### src/design/lsm_pkg.sv
// Shared constants and types of the speed-profile and mode block
package lsm_pkg;
    // Register offsets
    localparam logic [7:0] OFS_START = 8'h02;
    localparam logic [7:0] OFS_ACCEL = 8'h03;
    localparam logic [7:0] OFS_DECEL = 8'h04;
    localparam logic [7:0] OFS_TOP = 8'h05;
    localparam logic [7:0] OFS_MID = 8'h06;
    localparam logic [7:0] OFS_BRAKE = 8'h1B;
    localparam logic [7:0] OFS_CFG = 8'h1D;
    localparam logic [7:0] OFS_CURVE_FIRST = 8'h43;
    localparam logic [7:0] OFS_CURVE_LAST = 8'h5E;
    localparam logic [7:0] OFS_CTRL = 8'h80;
    localparam logic [7:0] OFS_KEY_MOM = 8'h81;
    localparam logic [7:0] OFS_KEY_SHUNT = 8'h82;
    localparam logic [7:0] OFS_STATUS = 8'h90;
    localparam logic [7:0] OFS_SPEED = 8'h91;
    // Field positions
    localparam int CFG_CURVE_BIT = 4;
    localparam int BRAKE_DC_BIT = 3;
    localparam int CTRL_DIRBIT = 0;
    // Reset values
    localparam logic [7:0] START_RST = 8'h03;
    localparam logic [7:0] TOP_RST = 8'hFF;
    localparam logic [7:0] MID_RST = 8'h80;
    localparam logic [7:0] RATE_RST = 8'h08;
    localparam logic [7:0] BRAKE_RST = 8'h00;
    localparam logic [7:0] CFG_RST = 8'h00;
    localparam logic [7:0] CTRL_RST = 8'h00;
    localparam logic [3:0] KEY_MOM_RST = 4'h4;
    localparam logic [3:0] KEY_SHUNT_RST = 4'h3;
    localparam logic [7:0] CURVE_RST_BASE = 8'h01;
    localparam logic [7:0] CURVE_RST_STEP = 8'h09;
    // Fixed end points of the auto-registration table, table size and rate limit
    localparam logic [7:0] CURVE_FIX_FIRST = 8'h01;
    localparam logic [7:0] CURVE_FIX_LAST = 8'hFF;
    localparam int CURVE_PTS = 28;
    localparam logic [7:0] RATE_MAX = 8'h3F;
    // Step-to-position multipliers, 255*256/N rounded up, N the top step 14, 28, 126
    localparam logic [12:0] POS_K14 = 13'h1237;
    localparam logic [12:0] POS_K28 = 13'h091C;
    localparam logic [12:0] POS_K128 = 13'h0207;
    localparam logic [6:0] STEP_MAX14 = 7'h0E;
    localparam logic [6:0] STEP_MAX28 = 7'h1C;
    localparam logic [6:0] STEP_MAX128 = 7'h7E;
    // Timing
    localparam longint CLK_HZ = 20000000;
    localparam longint HOLD_TIME_MS = 4000;
    localparam longint HOLD_CYC = HOLD_TIME_MS * CLK_HZ / 1000;
    localparam longint MOM_UNIT_US = 50;
    localparam logic [15:0] MOM_UNIT_CYC = 16'(MOM_UNIT_US * CLK_HZ / 1000000);
    // Enumerations
    typedef enum logic [1:0] {PR_DCC, PR_TRI, PR_BUS, PR_AUTO} lsm_proto_t;
    typedef enum logic [1:0] {SM_14, SM_28, SM_128} lsm_step_t;
    typedef enum logic [1:0] {TR_DIGITAL, TR_DC, TR_AC} lsm_track_t;
    typedef enum logic [2:0] {
        MD_DIGITAL, MD_DC, MD_DC_BRAKE, MD_AC, MD_REVERSE
    } lsm_mode_t;
endpackage

### src/design/lsm_speed_mode.sv
// Speed curve, momentum, shunting and track mode switching
// Functional notes
// [RULE1] One key bypasses acceleration and deceleration momentum
// [RULE2] Shunting key halves the commanded speed
// [RULE3] 256 internal steps from 14/28/128 step modes
// [RULE4] Curve bit clear: start, mid, top curve
// [RULE5] User keeps start below mid below top
// [RULE6] Auto-registration variant: start and top only
// [RULE7] Curve bit set: 28-entry user table
// [RULE8] User table ignores start, mid, top
// [RULE9] Variant: table always on, scaled start-top
// [RULE10] Variant: table ends fixed at 1, 255
// [RULE11] DC entry, matching polarity: run on voltage
// [RULE12] DC mismatch: brake if enabled, else reverse
// [RULE13] AC entry: keep direction, voltage sets speed
// [RULE14] Digital entry, matching direction: digital speed
// [RULE15] Mismatch with direction bit: hold direction
// [RULE16] Mismatch without direction bit: stop, reverse, back
// [RULE17] Accept every valid DCC or trinary packet
// [RULE18] Leave bus protocol only after power loss; an auto-registration packet also leaves it
// [RULE19] Switch to auto-registration on its packet
// [RULE20] Leaving auto-registration: four second hold
// [RULE21] Acceleration and deceleration rates 0 to 63
// [RULE22] Linear interpolation between curve points
//
// The address-and-strobe port is this design's own decision.
`timescale 1ns/1ps
`default_nettype none
module lsm_speed_mode #(
    parameter int unsigned HOLD_CYCLES = 32'(lsm_pkg::HOLD_CYC)
) (
    input wire logic clk,
    input wire logic rst,
    input wire logic [7:0] regAddr,
    input wire logic [7:0] regWdata,
    input wire logic regWr,
    input wire logic regRd,
    output logic [7:0] regRdata,
    input wire logic autoRegVariant,
    input wire logic pktValid,
    input wire logic [1:0] pktProto,
    input wire logic [6:0] pktStep,
    input wire logic [1:0] pktStepMode,
    input wire logic pktDir,
    input wire logic pktDirChange,
    input wire logic [15:0] funcKeys,
    input wire logic [1:0] trackMode,
    input wire logic dcPolarity,
    input wire logic [7:0] analogLevel,
    input wire logic powerLoss,
    output logic [7:0] motorSpeed,
    output logic motorDir,
    output logic [1:0] activeProto,
    output logic holdActive
);
    typedef struct packed {
        logic [7:0] startLvl;
        logic [7:0] topSpd;
        logic [7:0] midSpd;
        logic [7:0] accel;
        logic [7:0] decel;
        logic [7:0] brakeCfg;
        logic [7:0] cfgFlags;
        logic [7:0] ctrl;
        logic [3:0] keyMom;
        logic [3:0] keyShunt;
        logic [27:0][7:0] curve;
        logic [7:0] rdata;
        logic [7:0] speed;
        logic [15:0] momCnt;
        logic dir;
        lsm_pkg::lsm_mode_t mode;
        lsm_pkg::lsm_proto_t proto;
        logic [26:0] holdCnt;
        logic [6:0] cmdStep;
        lsm_pkg::lsm_step_t cmdMode;
        logic cmdDir;
        logic dirLock;
        logic variant;
        logic varDone;
        lsm_pkg::lsm_track_t prevTrack;
    } lsm_state_t;

    lsm_state_t s_q;
    lsm_state_t s_d;

    // Straight line between two points, fraction in 1/256
    function automatic logic [7:0] lsmLerp(input logic [7:0] lo,
        input logic [7:0] hi, input logic [7:0] f);
        logic signed [9:0] dif;
        logic signed [19:0] prod;
        logic signed [10:0] sum;
        // Full fraction lands exactly on the upper point
        if (f == 8'hFF) begin
            return hi;
        end
        dif = $signed({2'b00, hi}) - $signed({2'b00, lo});
        prod = dif * $signed({2'b00, f});
        sum = $signed({3'b000, lo}) + $signed(prod[18:8]);
        if (sum < 0) begin
            return 8'h00;
        end else if (sum > 11'sd255) begin
            return 8'hFF;
        end
        return sum[7:0];
    endfunction

    // Table entry, with the variant's fixed end points
    function automatic logic [7:0] lsmEntry(input lsm_state_t st,
        input logic [4:0] i);
        if (st.variant && i == 5'd0) begin
            return lsm_pkg::CURVE_FIX_FIRST;
        end else if (st.variant && i == 5'd27) begin
            return lsm_pkg::CURVE_FIX_LAST;
        end
        return st.curve[i];
    endfunction

    logic [12:0] posK;
    logic [19:0] posProd;
    logic [7:0] pos;
    logic [12:0] tblRaw;
    logic [12:0] tblProd;
    logic [4:0] tblIdx;
    logic [7:0] tblVal;
    logic [7:0] curveOut;
    logic [7:0] tgtRaw;
    logic [7:0] tgt;
    logic momOff;
    logic shuntOn;
    logic useTable;
    logic [4:0] curveIdx;
    logic [15:0] rateCyc;

    // Step to internal position 0..255
    // [RULE3] step mode scaling
    assign posK = (s_q.cmdMode == lsm_pkg::SM_14) ? lsm_pkg::POS_K14 :
                  (s_q.cmdMode == lsm_pkg::SM_28) ? lsm_pkg::POS_K28 :
                  lsm_pkg::POS_K128;
    assign posProd = 20'(s_q.cmdStep) * 20'(posK);
    assign pos = (posProd[19:16] != 4'h0) ? 8'hFF : posProd[15:8];

    // Table lookup between neighbouring entries
    // [RULE22] linear between points
    assign tblRaw = 13'(pos) * 13'd27;
    // Stretch by 256/255 so the top step hits the last entry
    assign tblProd = tblRaw + {8'h00, tblRaw[12:8]};
    assign tblIdx = tblProd[12:8];
    assign tblVal = lsmLerp(lsmEntry(s_q, tblIdx),
        lsmEntry(s_q, 5'(tblIdx + 5'd1)), tblProd[7:0]);
    // [RULE9] table always on in variant
    assign useTable = s_q.variant || s_q.cfgFlags[lsm_pkg::CFG_CURVE_BIT];

    // Curve selection
    always_comb begin
        if (s_q.cmdStep == 7'h00) begin
            curveOut = 8'h00;
        end else if (useTable && s_q.variant) begin
            // [RULE6] [RULE9] mid ignored, table scaled
            curveOut = lsmLerp(s_q.startLvl, s_q.topSpd, tblVal);
        end else if (useTable) begin
            // [RULE7] [RULE8] table alone
            curveOut = tblVal;
        end else if (!pos[7]) begin
            // [RULE4] lower half start to mid
            curveOut = lsmLerp(s_q.startLvl, s_q.midSpd, {pos[6:0], 1'b0});
        end else begin
            // [RULE4] upper half mid to top
            curveOut = lsmLerp(s_q.midSpd, s_q.topSpd, {pos[6:0], pos[6]});
        end
    end

    // Function keys and final target
    // [RULE1] momentum bypass key
    assign momOff = funcKeys[s_q.keyMom];
    // [RULE2] shunting key
    assign shuntOn = funcKeys[s_q.keyShunt];
    assign tgtRaw = (s_q.mode == lsm_pkg::MD_DIGITAL) ? curveOut :
                    (s_q.mode == lsm_pkg::MD_DC ||
                     s_q.mode == lsm_pkg::MD_AC) ? analogLevel : 8'h00;
    assign tgt = shuntOn ? {1'b0, tgtRaw[7:1]} : tgtRaw;
    // [RULE21] rate per speed step
    assign rateCyc = 16'((tgt > s_q.speed) ? s_q.accel[5:0] :
        s_q.decel[5:0]) * lsm_pkg::MOM_UNIT_CYC;
    assign curveIdx = 5'(regAddr - lsm_pkg::OFS_CURVE_FIRST);

    // Next state
    always_comb begin
        logic pktTake;
        pktTake = 1'b0;
        s_d = s_q;
        s_d.rdata = 8'h00;
        // Strap captured once after reset release
        if (!s_q.varDone) begin
            s_d.variant = autoRegVariant;
            s_d.varDone = 1'b1;
        end
        // Register writes
        if (regWr) begin
            if (regAddr == lsm_pkg::OFS_START) begin
                s_d.startLvl = regWdata;
            end else if (regAddr == lsm_pkg::OFS_ACCEL) begin
                s_d.accel = (regWdata > lsm_pkg::RATE_MAX) ?
                    lsm_pkg::RATE_MAX : regWdata;
            end else if (regAddr == lsm_pkg::OFS_DECEL) begin
                s_d.decel = (regWdata > lsm_pkg::RATE_MAX) ?
                    lsm_pkg::RATE_MAX : regWdata;
            end else if (regAddr == lsm_pkg::OFS_TOP) begin
                s_d.topSpd = regWdata;
            end else if (regAddr == lsm_pkg::OFS_MID) begin
                s_d.midSpd = regWdata;
            end else if (regAddr == lsm_pkg::OFS_BRAKE) begin
                s_d.brakeCfg = regWdata;
            end else if (regAddr == lsm_pkg::OFS_CFG) begin
                s_d.cfgFlags = regWdata;
            end else if (regAddr >= lsm_pkg::OFS_CURVE_FIRST &&
                         regAddr <= lsm_pkg::OFS_CURVE_LAST) begin
                s_d.curve[curveIdx] = regWdata;
            end else if (regAddr == lsm_pkg::OFS_CTRL) begin
                s_d.ctrl = regWdata;
            end else if (regAddr == lsm_pkg::OFS_KEY_MOM) begin
                s_d.keyMom = regWdata[3:0];
            end else if (regAddr == lsm_pkg::OFS_KEY_SHUNT) begin
                s_d.keyShunt = regWdata[3:0];
            end
        end
        // Register reads, data in the following cycle
        if (regRd) begin
            if (regAddr == lsm_pkg::OFS_START) begin
                s_d.rdata = s_q.startLvl;
            end else if (regAddr == lsm_pkg::OFS_ACCEL) begin
                s_d.rdata = s_q.accel;
            end else if (regAddr == lsm_pkg::OFS_DECEL) begin
                s_d.rdata = s_q.decel;
            end else if (regAddr == lsm_pkg::OFS_TOP) begin
                s_d.rdata = s_q.topSpd;
            end else if (regAddr == lsm_pkg::OFS_MID) begin
                s_d.rdata = s_q.midSpd;
            end else if (regAddr == lsm_pkg::OFS_BRAKE) begin
                s_d.rdata = s_q.brakeCfg;
            end else if (regAddr == lsm_pkg::OFS_CFG) begin
                s_d.rdata = s_q.cfgFlags;
            end else if (regAddr >= lsm_pkg::OFS_CURVE_FIRST &&
                         regAddr <= lsm_pkg::OFS_CURVE_LAST) begin
                // [RULE10] fixed ends read back
                s_d.rdata = lsmEntry(s_q, curveIdx);
            end else if (regAddr == lsm_pkg::OFS_CTRL) begin
                s_d.rdata = s_q.ctrl;
            end else if (regAddr == lsm_pkg::OFS_KEY_MOM) begin
                s_d.rdata = {4'h0, s_q.keyMom};
            end else if (regAddr == lsm_pkg::OFS_KEY_SHUNT) begin
                s_d.rdata = {4'h0, s_q.keyShunt};
            end else if (regAddr == lsm_pkg::OFS_STATUS) begin
                s_d.rdata = {holdActive, s_q.dirLock, s_q.mode,
                    s_q.proto, s_q.dir};
            end else if (regAddr == lsm_pkg::OFS_SPEED) begin
                s_d.rdata = s_q.speed;
            end
        end
        // Protocol arbitration
        if (s_q.holdCnt != 27'h0) begin
            s_d.holdCnt = 27'(s_q.holdCnt - 27'h1);
        end
        if (powerLoss) begin
            // [RULE18] power loss releases bus protocol
            s_d.proto = lsm_pkg::PR_DCC;
            s_d.holdCnt = 27'h0;
        end else if (pktValid) begin
            if (pktProto == lsm_pkg::PR_AUTO) begin
                // [RULE19] immediate switch
                s_d.proto = lsm_pkg::PR_AUTO;
                s_d.holdCnt = 27'h0;
                pktTake = 1'b1;
            end else if (s_q.proto == lsm_pkg::PR_AUTO &&
                         s_q.holdCnt == 27'h0) begin
                // [RULE20] start the hold
                s_d.holdCnt = 27'(HOLD_CYCLES);
                s_d.proto = lsm_lockout_proto(pktProto);
            end else if (s_q.proto == lsm_pkg::PR_BUS &&
                         pktProto != lsm_pkg::PR_BUS) begin
                // [RULE18] stay on bus protocol
                s_d.proto = lsm_pkg::PR_BUS;
            end else if (s_q.holdCnt == 27'h0) begin
                // [RULE17] any valid packet is taken
                s_d.proto = lsm_pkg::lsm_proto_t'(pktProto);
                pktTake = 1'b1;
            end
            // Commands of an accepted packet
            if (pktTake) begin
                s_d.cmdStep = (pktStep > lsm_pkg::STEP_MAX128) ?
                    lsm_pkg::STEP_MAX128 : pktStep;
                s_d.cmdMode = lsm_pkg::lsm_step_t'(pktStepMode);
                s_d.cmdDir = pktDir;
                if (pktDirChange) begin
                    // [RULE15] direction honoured again
                    s_d.dirLock = 1'b0;
                end
            end
        end
        // Track section changes
        s_d.prevTrack = lsm_pkg::lsm_track_t'(trackMode);
        if (trackMode == lsm_pkg::TR_DC &&
            s_q.prevTrack != lsm_pkg::TR_DC) begin
            if (dcPolarity == s_q.dir) begin
                // [RULE11] matching polarity runs on
                s_d.mode = lsm_pkg::MD_DC;
            end else if (s_q.brakeCfg[lsm_pkg::BRAKE_DC_BIT]) begin
                // [RULE12] brake to a stop
                s_d.mode = lsm_pkg::MD_DC_BRAKE;
            end else begin
                // [RULE12] reverse out of section
                s_d.mode = lsm_pkg::MD_DC;
                s_d.dir = dcPolarity;
            end
        end else if (trackMode == lsm_pkg::TR_AC &&
                     s_q.prevTrack != lsm_pkg::TR_AC) begin
            // [RULE13] keep direction
            s_d.mode = lsm_pkg::MD_AC;
        end else if (trackMode == lsm_pkg::TR_DIGITAL &&
                     s_q.prevTrack != lsm_pkg::TR_DIGITAL) begin
            if (s_q.cmdDir == s_q.dir) begin
                // [RULE14] continue digitally
                s_d.mode = lsm_pkg::MD_DIGITAL;
            end else if (s_q.ctrl[lsm_pkg::CTRL_DIRBIT]) begin
                // [RULE15] hold present direction
                s_d.mode = lsm_pkg::MD_DIGITAL;
                s_d.dirLock = 1'b1;
            end else begin
                // [RULE16] stop then reverse
                s_d.mode = lsm_pkg::MD_REVERSE;
            end
        end else begin
            case (s_q.mode)
                lsm_pkg::MD_DIGITAL: begin
                    if (!s_q.dirLock) begin
                        s_d.dir = s_q.cmdDir;
                    end
                end
                lsm_pkg::MD_REVERSE: begin
                    // [RULE16] flip at standstill, drive back
                    if (s_q.speed == 8'h00) begin
                        s_d.dir = !s_q.dir;
                        s_d.dirLock = 1'b1;
                        s_d.mode = lsm_pkg::MD_DIGITAL;
                    end
                end
                default: begin
                end
            endcase
        end
        // Momentum ramp
        if (momOff || rateCyc == 16'h0) begin
            // [RULE1] direct throttle response
            s_d.speed = tgt;
            s_d.momCnt = 16'h0;
        end else if (s_q.speed == tgt) begin
            s_d.momCnt = 16'h0;
        end else if (s_q.momCnt >= 16'(rateCyc - 16'h1)) begin
            // [RULE21] one internal step per period
            s_d.momCnt = 16'h0;
            s_d.speed = (tgt > s_q.speed) ? 8'(s_q.speed + 8'h01) :
                8'(s_q.speed - 8'h01);
        end else begin
            s_d.momCnt = 16'(s_q.momCnt + 16'h1);
        end
    end

    // Protocol taken on as the hold starts: the packet's own
    function automatic lsm_pkg::lsm_proto_t lsm_lockout_proto(
        input logic [1:0] p);
        return lsm_pkg::lsm_proto_t'(p);
    endfunction

    // State register
    always_ff @(posedge clk or posedge rst) begin
        if (rst) begin
            s_q <= '0;
            s_q.startLvl <= lsm_pkg::START_RST;
            s_q.topSpd <= lsm_pkg::TOP_RST;
            s_q.midSpd <= lsm_pkg::MID_RST;
            s_q.accel <= lsm_pkg::RATE_RST;
            s_q.decel <= lsm_pkg::RATE_RST;
            s_q.brakeCfg <= lsm_pkg::BRAKE_RST;
            s_q.cfgFlags <= lsm_pkg::CFG_RST;
            s_q.ctrl <= lsm_pkg::CTRL_RST;
            s_q.keyMom <= lsm_pkg::KEY_MOM_RST;
            s_q.keyShunt <= lsm_pkg::KEY_SHUNT_RST;
            for (int i = 0; i < lsm_pkg::CURVE_PTS; i++) begin
                s_q.curve[i] <= 8'(lsm_pkg::CURVE_RST_BASE +
                    8'(i) * lsm_pkg::CURVE_RST_STEP);
            end
            s_q.mode <= lsm_pkg::MD_DIGITAL;
            s_q.proto <= lsm_pkg::PR_DCC;
            s_q.cmdMode <= lsm_pkg::SM_128;
            s_q.prevTrack <= lsm_pkg::TR_DIGITAL;
        end else begin
            s_q <= s_d;
        end
    end

    // Outputs
    assign regRdata = s_q.rdata;
    assign motorSpeed = s_q.speed;
    assign motorDir = s_q.dir;
    assign activeProto = s_q.proto;
    assign holdActive = (s_q.holdCnt != 27'h0);
endmodule
`default_nettype wire

### config.mk
export PLATFORM = sky130hd
export DESIGN_NAME = lsm_speed_mode
export DESIGN_NICKNAME = d
export VERILOG_FILES = /design/src/design/lsm_pkg.sv /design/src/design/lsm_speed_mode.sv
export SDC_FILE = /design/constraint.sdc
export NUM_CORES = 2
export LEC_CHECK = 0
export BUFFER_PORTS_ARGS = -buffer_cell sky130_fd_sc_hd__buf_2
export CAP_MARGIN = 0
export CORE_ASPECT_RATIO = 1.5
export CORE_MARGIN = 10
export CORE_UTILIZATION = 66
export CTS_CLUSTER_DIAMETER = 150
export DETAILED_ROUTE_END_ITERATION = 8
export PLACE_DENSITY = 0.92
export SETUP_SLACK_MARGIN = 0.2
export SYNTH_ARGS = -nofsm -noshare
export SYNTH_HDL_FRONTEND = slang
export SYNTH_SLANG_ARGS = --single-unit
### constraint.sdc
create_clock -name clk -period 38.7 [get_ports clk]
set_input_delay 3.87 -clock clk [delete_from_list [all_inputs] [get_ports clk]]
set_output_delay 3.87 -clock clk [all_outputs]
set_load 0.02 [all_outputs]
==> results.md <==
* Status: finished, violations left
* Failing checks: capacitance limit, slew limit
* Max Fclk at 27.4 MHz
* Worst slew margin at -1.06%
* Core ar. at 66500 µm²
* Tot GR Track Use at 36.2%
* Largest net degree at the start of global routing at 135
* CTS buffer count at 39
* Drt wl/cell at 25.7 µm
* Seq/Total Area, Yosys at 21.7%
* Setup crit end kind: flop
* Area growth, synth to finish at 5.90%
* Worst-path clk slew at 0.07 ns
* Minimum clock period at 36.44 ns
* Crit Path Category: flop to flop
* Post-Synthesis Cells at 4636
* Worst R2R Path Depth at 147
* Vias in the first global route at 39700
* Final Max Slew Viols at 3
* Sum of negative setup slack at 0 ns
* H-tree levels at 2
* Clock Skew at 0.0322 ns
* Hold Vio Cnt, Final at 0
* Clk_lat worst skew at 0.61 ns
* Vias/cell at 7.01
* CTS tree: yes
* R2r endpoint: motorSpeed[5]$_DFFE_PP0P_
* Required time worst endpoint at 39.18 ns
* Final Wtd Congestion at 1.02
* Simple-gate share of the synthesized area at 14.0%
* Die Ht at 337 µm
* Die width at 231 µm
* Initial antenna violation count at 8
* DRT Pass-1 Iters at 8
* Reg area at 9570 µm²
* Bufs and invs on worst path at 22
* Tcrit/Tclk final at 94.2%
* Clk root buf: clkbuf_16
* Critical path's top delay family: adder cells
* Max-cap violations at 1
* Startpoint Class: flop
* Crit path from: s_q[7]$_DFFE_PP1P_
* Max stage delay cell, worst path: nor3_1
* Compound-Gate Fraction of Synth Area at 13.5%
* Count of cell types in the netlist at 114
* Hold path startpoint: s_q[48]$_DFF_PP0_
* Largest family of logic cells by synthesized area: adder cells
* Worst-margin pin slew at 1.50 ns
* Row Count at 116
* RSZ-0062 raised after global routing: no
* Routed Antenna Nets at 0
* Ys Warns at 0
* Total Wirelength at 142000 µm
* FILL cells at 4772
* CP Max Fanout at 36
* Reg-to-reg slack, setup at 2.26 ns
* Worst EP arrival at 36.92 ns
* GRT Residual Overflow at 0
* Post-Synth Adder-Cell Area at 22.8%
* Clk sinks at 376
* Die Area at 77800 µm²
* Hold Path Stages at 1
* Mux cell area share after synthesis at 16.6%
* Worst R2R Start: s_q[7]$_DFFE_PP1P_
* Async set or reset register ratio after synthesis at 100%
* Post-synth top flop: dfrtp_1
* Combined area of the multi-input logic cells at 31700 µm²
* Avg Cell Area, Syn at 9.52 µm²
* Commonest cells after routing, fill and taps aside: inv_1 (569), nand2_1 (421), ha_1 (342)
* Synth Register Bits at 376
* Boundary pin count at 83
* Max Root-Sink Buffers at 3
* Nets at 5297
* CP peak stage delay at 0.91 ns
* Post-DP HPWL at 105000 µm
* Initial Util at 66.4%
* DR iter-0 viols at 4946
* Cell area after synthesis at 44100 µm²
* Final setup vio count at 0
* Synth Area in XOR/XNOR at 4.32%
* Layout cells sized above 1 at 19.3%
* PortBufs at 82
* Global-route wire length before repair at 222000 µm
* Most common cell after layout, fill and taps aside: inv_1
* Residual DRC at 0
* Total number of vias at 38800
* Post-synth EDFFs at 0
* Hold Path Sink: s_q[48]$_DFF_PP0_
* Worst hold path class: flop to flop
## how the worst max path moves through the flow
stage	end	slack (ns)	cells after the start
3_3_place_gp	motorSpeed[7]$_DFFE_PP0P_	2.08	150
4_1_cts	motorSpeed[2]$_DFFE_PP0P_	0.93	150
6_report	motorSpeed[5]$_DFFE_PP0P_	2.26	147
2_1_floorplan	motorSpeed[1]$_DFFE_PP0P_	3.63	155
3_5_place_dp	motorSpeed[2]$_DFFE_PP0P_	1.06	150
5_1_grt	motorSpeed[5]$_DFFE_PP0P_	0.16	154
## layout make-up
cell class | instances | share of cell area (%)
repair buffers | 139 | 1.83
well taps | 885 | 2.37
clock inverters | 21 | 0.498
diodes | 7 | 0.0375
multi-input cells | 3470 | 67.8
inverters | 577 | 4.69
flip-flops and latches | 376 | 20.5
clock buffers | 51 | 2.27
## registers in the layout, summed over array words and instances (netlist names)
| register | count |
|---|---|
| s_q | 357 |
| motorSpeed | 8 |
| regRdata | 8 |
| activeProto | 2 |
| motorDir | 1 |
## cell families after synthesis
group	count (synthesis)
xor gates and xnor gates	216
other	1
muxes	495
and+or+nand+nor	1257
buffers and inverters	792
DFF	376
adders and majority gates	632
AOI/OAI and AO/OA	867
## cells in the mapped netlist, types with 39 or more instances
cell type	count	area, µm²
nand2b_1	66	413
mux2i_1	41	410
o22ai_1	39	244
dfstp_2	126	3310
nand2_1	422	1580
nor2b_1	65	407
fa_1	287	5750
nor3_1	64	320
nand3_1	87	435
dfrtp_1	250	6260
nand4_1	51	319
mux4_2	160	3600
o21ai_0	120	601
nor2_1	272	1020
and2_1	62	388
and3_1	39	244
a21o_1	69	518
xor2_1	70	613
mux2_2	294	3310
inv_1	572	2150
xnor2_1	144	1260
a21oi_1	239	1200
ha_1	344	4300
clkbuf_1	151	567
## metal layers
layer,vias to the layer above,global-route usage (%),share of wire (%)
met3,930,8.01,9.5
met4,2,30.5,10
li1,16300,-,-
met2,2829,60.8,48
met5,-,0.0637,0.011
met1,18700,38.4,32
## per-stage QoR
| step | hold slack (ns) | utilization [%] | setup slack, ns | instance area (µm²) | cells |
|---|---|---|---|---|---|
| after floorplan | 0.448 | - | 3.63 | 44100 | 4637 |
| after global placement | 0.467 | 68.0 | 2.08 | 45200 | 5437 |
| after detailed placement | 0.484 | 68.0 | 1.06 | 45200 | 5437 |
| after CTS | 0.492 | 69.9 | 0.926 | 46500 | 5509 |
| after global routing | 0.503 | 70.3 | 0.161 | 46700 | 5524 |
| final | 0.488 | 70.3 | 2.26 | 46800 | 5526 |
## worst reg2reg max path: cells and delay by family (launching register included)
family                   cells  cell delay, ns
flip-flops                   1            0.66
buffers and inverters       22            2.90
AND/OR/NAND/NOR             50           10.01
AO/OA/AOI/OAI               38            8.54
multiplexers                 1            0.37
adder cells (fa/ha/maj)     31           13.09
XOR/XNOR                     5            0.79
## timing repair
item                                    CTS  global route
hold endpoints to repair                  0             0
gates resized for setup                   0            34
hold buffers                              0             0
endpoints found under the setup margin    0            24
buffers inserted                          0             9
Power is left out: the tool's default activity adds up to more than one toggle a clock period on the data nets, which glitch-free logic cannot reach.
